**config.mk**
```make
export PLATFORM = sky130hd
export DESIGN_NAME = binary_ripple_counter
export DESIGN_NICKNAME = d
export VERILOG_FILES = /design/src/ripple_pkg.sv /design/src/bistable_stage.sv /design/src/binary_ripple_counter.sv
export VERILOG_INCLUDE_DIRS = /design/src
export SDC_FILE = /design/constraint.sdc
export NUM_CORES = 1
export LEC_CHECK = 0
export ABC_AREA = 1
export BUFFER_PORTS_ARGS = -buffer_cell sky130_fd_sc_hd__buf_4
export CAP_MARGIN = 20
export CORE_UTILIZATION = 59
export CTS_BUF_LIST = sky130_fd_sc_hd__clkbuf_8
export DETAILED_ROUTE_END_ITERATION = 12
export PLACE_DENSITY = 0.85
export SYNTH_ARGS = -nofsm -noshare
export SYNTH_HDL_FRONTEND = slang
export SYNTH_SLANG_ARGS = --single-unit
```
**constraint.sdc**
```tcl
create_clock -name clk_sys_i -period 3.05 [get_ports clk_sys_i]
set_clock_uncertainty 0.2 [all_clocks]
set_input_delay 0.61 -clock clk_sys_i [delete_from_list [all_inputs] [get_ports clk_sys_i]]
set_output_delay 0.61 -clock clk_sys_i [all_outputs]
set_load 0.01 [all_outputs]
```
**src/ripple_consts.svh**
```systemverilog
`ifndef RIPPLE_CONSTS_SVH
`define RIPPLE_CONSTS_SVH

// number of counter stages and stage weights
`define STAGE_COUNT      4
`define WEIGHT_1         4'h1
`define WEIGHT_2         4'h2
`define WEIGHT_4         4'h4
`define WEIGHT_8         4'h8
// stand-by value of the counter after cancel (all off)
`define COUNT_RESET      4'h0
// wrap count of the pure binary counter
`define COUNT_WRAP       5'h10
// stand-by states of the gated switch control stages
`define EDGE_STAGE_RESET 1'b0
`define QUAL_STAGE_RESET 1'b1

`endif

```
**src/ripple_pkg.sv**
```systemverilog
package ripple_pkg;

  // state of one bistable stage
  typedef enum logic {
    STAGE_OFF = 1'b0,
    STAGE_ON  = 1'b1
  } stage_state_t;

  typedef logic [3:0] digit_t;

endpackage

```
**src/bistable_stage.sv**
```systemverilog
`timescale 1ns/10ps
`default_nettype none
`include "ripple_consts.svh"

// one bistable stage with toggle, set, clear and a cancel stand-by value
module bistable_stage #(
  parameter logic STANDBY = 1'b0
) (
  input  wire logic clk_sys_i,
  input  wire logic rst_n_i,
  input  wire logic cancel_i,
  input  wire logic toggle_i,
  input  wire logic set_i,
  input  wire logic clear_i,
  output logic      state_o,
  output logic      rise_o,
  output logic      fall_o
);

  ripple_pkg::stage_state_t state_reg;
  ripple_pkg::stage_state_t state_next;

  // next state: cancel first, then set/clear, then toggle
  always_comb begin
    state_next = state_reg;
    if (cancel_i) begin
      state_next = ripple_pkg::stage_state_t'(STANDBY);
    end else if (set_i && !clear_i) begin
      state_next = ripple_pkg::STAGE_ON;
    end else if (clear_i && !set_i) begin
      state_next = ripple_pkg::STAGE_OFF;
    end else if (toggle_i) begin
      state_next = ripple_pkg::stage_state_t'(~state_reg);
    end
  end

  // stage holds its value between pulses
  always_ff @(posedge clk_sys_i or negedge rst_n_i) begin
    if (!rst_n_i) begin
      state_reg <= ripple_pkg::stage_state_t'(STANDBY);
    end else begin
      state_reg <= state_next;
    end
  end

  // combinational edges let a ripple settle in one cycle
  assign state_o = state_reg;
  assign rise_o  = (state_reg == ripple_pkg::STAGE_OFF) &&
                   (state_next == ripple_pkg::STAGE_ON);
  assign fall_o  = (state_reg == ripple_pkg::STAGE_ON) &&
                   (state_next == ripple_pkg::STAGE_OFF);

endmodule // bistable_stage

`default_nettype wire

```
**src/binary_ripple_counter.sv**
```systemverilog
// How it works
// - each stage holds its state until a later pulse flips it.
// - four stages weighted 1,2,4,8; digit is sum of on weights.
// - stage one toggles on every input impulse.
// - stage two toggles when stage one goes on to off.
// - stage three toggles when stage two goes on to off.
// - stage four toggles when stage three goes on to off.
// - counter returns to zero after sixteen pulses, or on cancel.
// - gated switch pulses when edge stage turns on and qualifier is on.
// - gated switch output lasts one cycle per qualifying transition.
// - after cancel, qualifier stage is on and edge stage is off.
// - level drivers give complementary lines following a stage.
// - pulse former emits one pulse on each off-to-on transition.
// - cancel forces every stage to its stand-by state.
// - separate set and clear inputs; matching pulse has no effect.
`timescale 1ns/10ps
`default_nettype none
`include "ripple_consts.svh"

module binary_ripple_counter (
  input  wire logic       clk_sys_i,
  input  wire logic       rst_n_i,
  input  wire logic       cancel_i,
  input  wire logic       impulse_i,
  input  wire logic       edge_set_i,
  input  wire logic       edge_clear_i,
  input  wire logic       qual_set_i,
  input  wire logic       qual_clear_i,
  output logic [3:0]      digit_o,
  output logic            wrap_o,
  output logic [3:0]      on_pulse_o,
  output logic            on_level_line_o,
  output logic            off_level_line_o,
  output logic            on_state_driver_o,
  output logic            off_state_driver_o,
  output logic            gate_pulse_o,
  output logic            edge_stage_o,
  output logic            qual_stage_o
);

  // synchronised control lines
  logic [1:0] cancel_sync_reg;
  logic [1:0] impulse_sync_reg;
  logic [1:0] eset_sync_reg;
  logic [1:0] eclr_sync_reg;
  logic [1:0] qset_sync_reg;
  logic [1:0] qclr_sync_reg;
  logic       impulse_prev_reg;
  logic       eset_prev_reg;
  logic       eclr_prev_reg;
  logic       qset_prev_reg;
  logic       qclr_prev_reg;
  logic       cancel_s;
  logic       impulse_s;
  logic       eset_s;
  logic       eclr_s;
  logic       qset_s;
  logic       qclr_s;

  logic [3:0] stage_q;
  logic [3:0] stage_rise;
  logic [3:0] stage_fall;
  logic [3:0] stage_tog;
  logic       edge_q;
  logic       edge_rise;
  logic       qual_q;

  // two-flop synchronisers: pins come from another domain
  always_ff @(posedge clk_sys_i or negedge rst_n_i) begin
    if (!rst_n_i) begin
      cancel_sync_reg  <= 2'h0;
      impulse_sync_reg <= 2'h0;
      eset_sync_reg    <= 2'h0;
      eclr_sync_reg    <= 2'h0;
      qset_sync_reg    <= 2'h0;
      qclr_sync_reg    <= 2'h0;
    end else begin
      cancel_sync_reg  <= {cancel_sync_reg[0], cancel_i};
      impulse_sync_reg <= {impulse_sync_reg[0], impulse_i};
      eset_sync_reg    <= {eset_sync_reg[0], edge_set_i};
      eclr_sync_reg    <= {eclr_sync_reg[0], edge_clear_i};
      qset_sync_reg    <= {qset_sync_reg[0], qual_set_i};
      qclr_sync_reg    <= {qclr_sync_reg[0], qual_clear_i};
    end
  end

  // previous levels for strobe forming
  always_ff @(posedge clk_sys_i or negedge rst_n_i) begin
    if (!rst_n_i) begin
      impulse_prev_reg <= 1'b0;
      eset_prev_reg    <= 1'b0;
      eclr_prev_reg    <= 1'b0;
      qset_prev_reg    <= 1'b0;
      qclr_prev_reg    <= 1'b0;
    end else begin
      impulse_prev_reg <= impulse_sync_reg[1];
      eset_prev_reg    <= eset_sync_reg[1];
      eclr_prev_reg    <= eclr_sync_reg[1];
      qset_prev_reg    <= qset_sync_reg[1];
      qclr_prev_reg    <= qclr_sync_reg[1];
    end
  end

  // a held input counts once: rising edge becomes a one-cycle strobe
  assign impulse_s = impulse_sync_reg[1] & ~impulse_prev_reg;
  assign eset_s    = eset_sync_reg[1] & ~eset_prev_reg;
  assign eclr_s    = eclr_sync_reg[1] & ~eclr_prev_reg;
  assign qset_s    = qset_sync_reg[1] & ~qset_prev_reg;
  assign qclr_s    = qclr_sync_reg[1] & ~qclr_prev_reg;
  assign cancel_s  = cancel_sync_reg[1]; // level: holds stand-by

  // ripple chain: each stage toggles when the one below falls
  assign stage_tog[0] = impulse_s;
  assign stage_tog[1] = stage_fall[0];
  assign stage_tog[2] = stage_fall[1];
  assign stage_tog[3] = stage_fall[2];

  genvar gi;
  generate
    for (gi = 0; gi < `STAGE_COUNT; gi = gi + 1) begin : g_stage
      bistable_stage #(
        .STANDBY (1'b0)
      ) u_stage (
        .clk_sys_i (clk_sys_i),
        .rst_n_i   (rst_n_i),
        .cancel_i  (cancel_s),
        .toggle_i  (stage_tog[gi]),
        .set_i     (1'b0),
        .clear_i   (1'b0),
        .state_o   (stage_q[gi]),
        .rise_o    (stage_rise[gi]),
        .fall_o    (stage_fall[gi])
      );
    end
  endgenerate

  // edge-providing control stage, rests off
  bistable_stage #(
    .STANDBY (`EDGE_STAGE_RESET)
  ) u_edge_stage (
    .clk_sys_i (clk_sys_i),
    .rst_n_i   (rst_n_i),
    .cancel_i  (cancel_s),
    .toggle_i  (1'b0),
    .set_i     (eset_s),
    .clear_i   (eclr_s),
    .state_o   (edge_q),
    .rise_o    (edge_rise),
    .fall_o    ()
  );

  // qualifying control stage, rests on
  bistable_stage #(
    .STANDBY (`QUAL_STAGE_RESET)
  ) u_qual_stage (
    .clk_sys_i (clk_sys_i),
    .rst_n_i   (rst_n_i),
    .cancel_i  (cancel_s),
    .toggle_i  (1'b0),
    .set_i     (qset_s),
    .clear_i   (qclr_s),
    .state_o   (qual_q),
    .rise_o    (),
    .fall_o    ()
  );

  // weighted sum of on stages
  function automatic ripple_pkg::digit_t weigh(input logic [3:0] s);
    weigh = (s[0] ? `WEIGHT_1 : 4'h0) | (s[1] ? `WEIGHT_2 : 4'h0) |
            (s[2] ? `WEIGHT_4 : 4'h0) | (s[3] ? `WEIGHT_8 : 4'h0);
  endfunction

  // registered digit view, one cycle after the stage flops
  always_ff @(posedge clk_sys_i or negedge rst_n_i) begin
    if (!rst_n_i) begin
      digit_o <= `COUNT_RESET;
    end else begin
      digit_o <= weigh(stage_q);
    end
  end

  // wrap marks the sixteenth pulse: top stage falling to all off
  always_ff @(posedge clk_sys_i or negedge rst_n_i) begin
    if (!rst_n_i) begin
      wrap_o <= 1'b0;
    end else begin
      wrap_o <= stage_fall[3] & ~cancel_s;
    end
  end

  // pulse formers: one cycle per off-to-on change of each stage
  always_ff @(posedge clk_sys_i or negedge rst_n_i) begin
    if (!rst_n_i) begin
      on_pulse_o <= 4'h0;
    end else begin
      on_pulse_o <= stage_rise;
    end
  end

  // level drivers following stage one; complementary by design
  always_ff @(posedge clk_sys_i or negedge rst_n_i) begin
    if (!rst_n_i) begin
      on_level_line_o    <= 1'b0;
      off_level_line_o   <= 1'b1;
      on_state_driver_o  <= 1'b0;
      off_state_driver_o <= 1'b1;
    end else begin
      on_level_line_o    <= stage_q[0];
      off_level_line_o   <= ~stage_q[0];
      on_state_driver_o  <= stage_q[0];
      off_state_driver_o <= ~stage_q[0];
    end
  end

  // gated switch: edge coupled on edge stage, level on qualifier
  always_ff @(posedge clk_sys_i or negedge rst_n_i) begin
    if (!rst_n_i) begin
      gate_pulse_o <= 1'b0;
    end else begin
      gate_pulse_o <= edge_rise & qual_q;
    end
  end

  // control stage views
  always_ff @(posedge clk_sys_i or negedge rst_n_i) begin
    if (!rst_n_i) begin
      edge_stage_o <= `EDGE_STAGE_RESET;
      qual_stage_o <= `QUAL_STAGE_RESET;
    end else begin
      edge_stage_o <= edge_q;
      qual_stage_o <= qual_q;
    end
  end

endmodule // binary_ripple_counter

`default_nettype wire

```
* Word level (Yosys, flattened, before mapping)
Cells that the tools add are included.
** Storage, ports and cells
- Register bits :: 37
- Input bits :: 8
- Output and inout port bits :: 16
- Logic and storage cells :: 86
** Operators by class
- Muxes and demuxes :: 18
- Bitwise logic cells :: 25
- Reduce and logical (&&, ||, !) cells :: 18
** Operator list (number)
- $mux W1 :: 15
- $not A1 Y1 :: 15
- $logic_and A1 B1 Y1 :: 13
- $and A1 B1 Y1 :: 7
- $logic_not A1 Y1 :: 4
- $mux W4 :: 1
- $or A3 B4 Y4 :: 1
- $mux W3 :: 1
- $or A2 B3 Y3 :: 1
- $reduce_bool A3 Y1 :: 1
- $mux W2 :: 1
- $or A1 B2 Y2 :: 1

* Longest topological paths before layout
- Depth after elaboration :: 19
- Mapped depth :: 6
- Gate-level depth less buffers :: 6

* Hierarchy
From an unflattened synthesis, not the netlist that was laid out.
** Second synthesis, totals
- Cell total of the unflattened synthesis :: 138
- Area, all modules :: 1366.3 sq um
** By module, submodules not included
- binary_ripple_counter :: times used 1, cells an instance 49, area each 850.8 sq um, seq. area each 753.2 sq um
- bistable_stage (g_stage[0].u_stage ...) :: times used 5, cells an instance 15, area each 86.3 sq um, seq. area each 25.0 sq um
- bistable_stage (u_qual_stage) :: times used 1, cells an instance 14, area each 83.8 sq um, seq. area each 26.3 sq um

* Least setup slack after synthesis
No wires, ideal clock.
- Path type :: register -> output
- Start point :: register, netlist name off_level_line_o
- End point :: output off_state_driver_o
- Arrival time :: 649 ps
- Required time :: 2240 ps
- Slack :: 1591 ps
- Stages on the path, launching flop included :: 2
- Path buffers :: 1
- Cell sequence :: dfstp_2 > buf_4
** RTL lines
- end: declaration :: line binary_ripple_counter.sv:35 : output logic off_state_driver_o,

* Final worst setup path
- Start point :: register off_level_line_o
- End point :: output off_level_line_o
** RTL lines
- start: declaration :: line binary_ripple_counter.sv:33 : output logic off_level_line_o,
- start signal: assignment :: line binary_ripple_counter.sv:209 : off_level_line_o <= ~stage_q[0];
No word-level cell between the ends.

==> results.py <==
metrics = {
    "worst_setup_path": {
        "reg2reg_depth": 6,
        "cp_max_fo": 2,
        "crit_family": "flip-flops",
        "cp_cell_sequence": "buf_4",
        "required_ps": 2240,
        "reg2reg_slack_ps": 1820,
        "arrival_ps": 910,
        "cp_slowest_stage_delay_ps": 520,
        "startpoint_type": "register",
        "worstSetupEndpointType": "output pin",
        "r2r_start": "impulse_prev_reg$_DFF_PN0_",
        "critPathBufInv": 1,
        "cpMaxStageDelayCell": "dfstp_2",
        "timing.rr.end": "g_stage[3].u_stage.state_o$_DFF_PN0_",
        "crit_type": "register to output pin",
    },
    "cts": {
        "cts-buffers-inserted": 5,
        "clk_path_buf_depth": 2,
        "post-cts-setup-buffer-count": 0,
        "cts_tree": "done",
        "holdBufCountCts": 0,
        "htree_levels": 2,
        "clk_latency_ps": 280,
        "ctsResizeCount": 0,
        "cts_root_buf": "clkbuf_8",
        "cts_sinks": 36,
        "cts.clk_slew.worst_paths_ps": 70,
    },
    "floorplanning": {
        "dieArea_um2": 2100,
        "start_util_pct": 64.4,
        "rows": 15,
        "die_height_um": 45.9,
        "die_w_um": 45.9,
        "core_um2": 1760,
        "ios": 24,
    },
    "yosys": {
        "syn_area_per_cell_um2": 13.5,
        "syn_inst": 84,
        "yosys.area.top_type": "dfrtp_1",
        "synth-edff-count": 0,
        "ys_ff_latch": 36,
        "yosys_warnings": 0,
        "synth_top_cell_area_share_pct": 72.7,
        "synth-async-reset-ratio_pct": 100,
        "synth_seq_area_share_pct": 79.6,
        "syn-cell-area_um2": 1140,
        "yosysUniqueCellTypes": 15,
        "synth_area_leaders": "dfrtp_1 (73%), dfstp_2 (6.9%), inv_1 (4.0%), nand2_1 (2.6%), nor2_1 (2.6%)",
        "yosysMostFrequentCell": "dfrtp_1",
        "ys.flop_type": "dfrtp_1",
        "synth_fp_nets": 92,
        "synth_common_cells": "dfrtp_1 (33), inv_1 (12), nand2_1 (8), nor2_1 (8), a21oi_1 (4)",
    },
    "final_layout": {
        "fill_cells": 106,
        "drive_gt1_share_pct": 33.9,
        "area_delta_synth_final_pct": 27.1,
        "instances_no_fill": 137,
        "nets": 119,
        "utilization_pct": 81.8,
        "post-route-cell-area_um2": 1440,
        "antenna_cells": 0,
    },
    "route": {
        "wl_per_cell_um": 14.5,
        "dr.first_iter.drc_count": 3,
        "num_vias": 678,
        "dr.pass1.iters": 5,
        "drc_errors": 0,
        "drt_wl_total_mm": 1.99,
        "ant_nets": 0,
        "viasPerCell": 4.95,
    },
    "grt": {
        "grt_max_degree": 37,
        "grt.total_usage_pct": 22.2,
        "antenna_found_initial": 0,
        "first_global_vias": 690,
        "grt_pass1_wl_mm": 3.04,
        "gr-total-overflow": 0,
    },
    "sta": {
        "slew_violations": 0,
        "period_needed_ps": 1720,
        "fin_crit_sh_pct": 56.3,
        "hold_ws_ps": 69.2,
        "finalSetupViolations": 0,
        "hold_viol": 0,
        "tightest_slew_ps": 430,
        "rsz0062_at_grt": "false",
        "setup_ws_ps": 1330,
        "tns_ps": 0,
        "relSlewSlack_pct": 71.3,
        "fmax_mhz": 582,
    },
    "pwr": {
        "irDropWorstVdd_mv": 0.646,
        "power.total_mw": 1.00,
        "powerDensity_nw_per_um2": 694,
        "p_leak_nw": 0.751,
    },
    "run_status": {
        "status": "completed",
    },
    "placed_design": {
        "dp_cells": 129,
        "place_ws_ps": 1620,
        "io_buffers": 23,
        "dpl-instance-area_um2": 1320,
        "gp_congestion": 0.713,
        "dp_hpwl_mm": 1.25,
    },
    "worst_hold_path": {
        "hold_path_class": "input port to asynchronous set/reset pin",
    },
    "job": {
        "maxCapViolations": 0,
    },
}
-- worst max-delay path by stage --
stage	from	to	cells after the start	slack, ps
floorplan	off_level_line_o$_DFF_PN1_	off_state_driver_o	1	1590
global placement	off_level_line_o$_DFF_PN1_	off_state_driver_o	1	1630
detailed placement	off_level_line_o$_DFF_PN1_	off_level_line_o	1	1620
CTS	off_level_line_o$_DFF_PN1_	off_level_line_o	1	1320
global route	off_level_line_o$_DFF_PN1_	off_state_driver_o	1	1300
finish	off_level_line_o$_DFF_PN1_	off_level_line_o	1	1330
-- cell usage in the layout, fill, tap and decap left out, drive strengths merged --
cell,netlist,final
nor2,10,10
nand2,8,8
nor3,3,3
inv,12,12
a21oi,4,4
buf,3,23
o21ai,2,2
clkbuf,0,7
dfstp,3,3
nand4,2,2
nand3b,1,1
bufinv,0,1
dfrtp,33,33
nand3,3,3
-- cells by family after synthesis --
logic type,count (synthesis),synth area share (%)
flops,36,79.6
buf+inv,15,5.95
simple gates,27,11.8
compound gates,6,2.64
-- area by class of cell --
| class | instances | area (um^2) | share of cell area, % |
|---|---|---|---|
| sequential | 36 | 905 | 62.7 |
| timing repair buffer | 23 | 173 | 12.0 |
| multi-input combinational | 33 | 164 | 11.4 |
| clock buffer | 7 | 96.3 | 6.67 |
| inverter | 12 | 45.0 | 3.12 |
| tap | 25 | 31.3 | 2.17 |
| clock inverter | 1 | 30.0 | 2.08 |
-- layer usage --
layer	vias up	share of wire, %	track usage, %	wire [um]
li1	314	-	-	-
met1	344	38	23.2	755
met2	17	56	39.7	1120
met3	3	4.0	9.52	80
met4	0	1.5	7.06	29
met5	-	0	0	0
-- where the power goes --
| part | total (mW) | switching [mW] | internal, mW |
|---|---|---|---|
| sequential | 0.511 | 0.0121 | 0.499 |
| combinational | 0.0472 | 0.0270 | 0.0202 |
| clock | 0.444 | 0.156 | 0.288 |
| total | 1.00 | 0.195 | 0.807 |
Note: power is estimated with default switching activity, not from simulation.
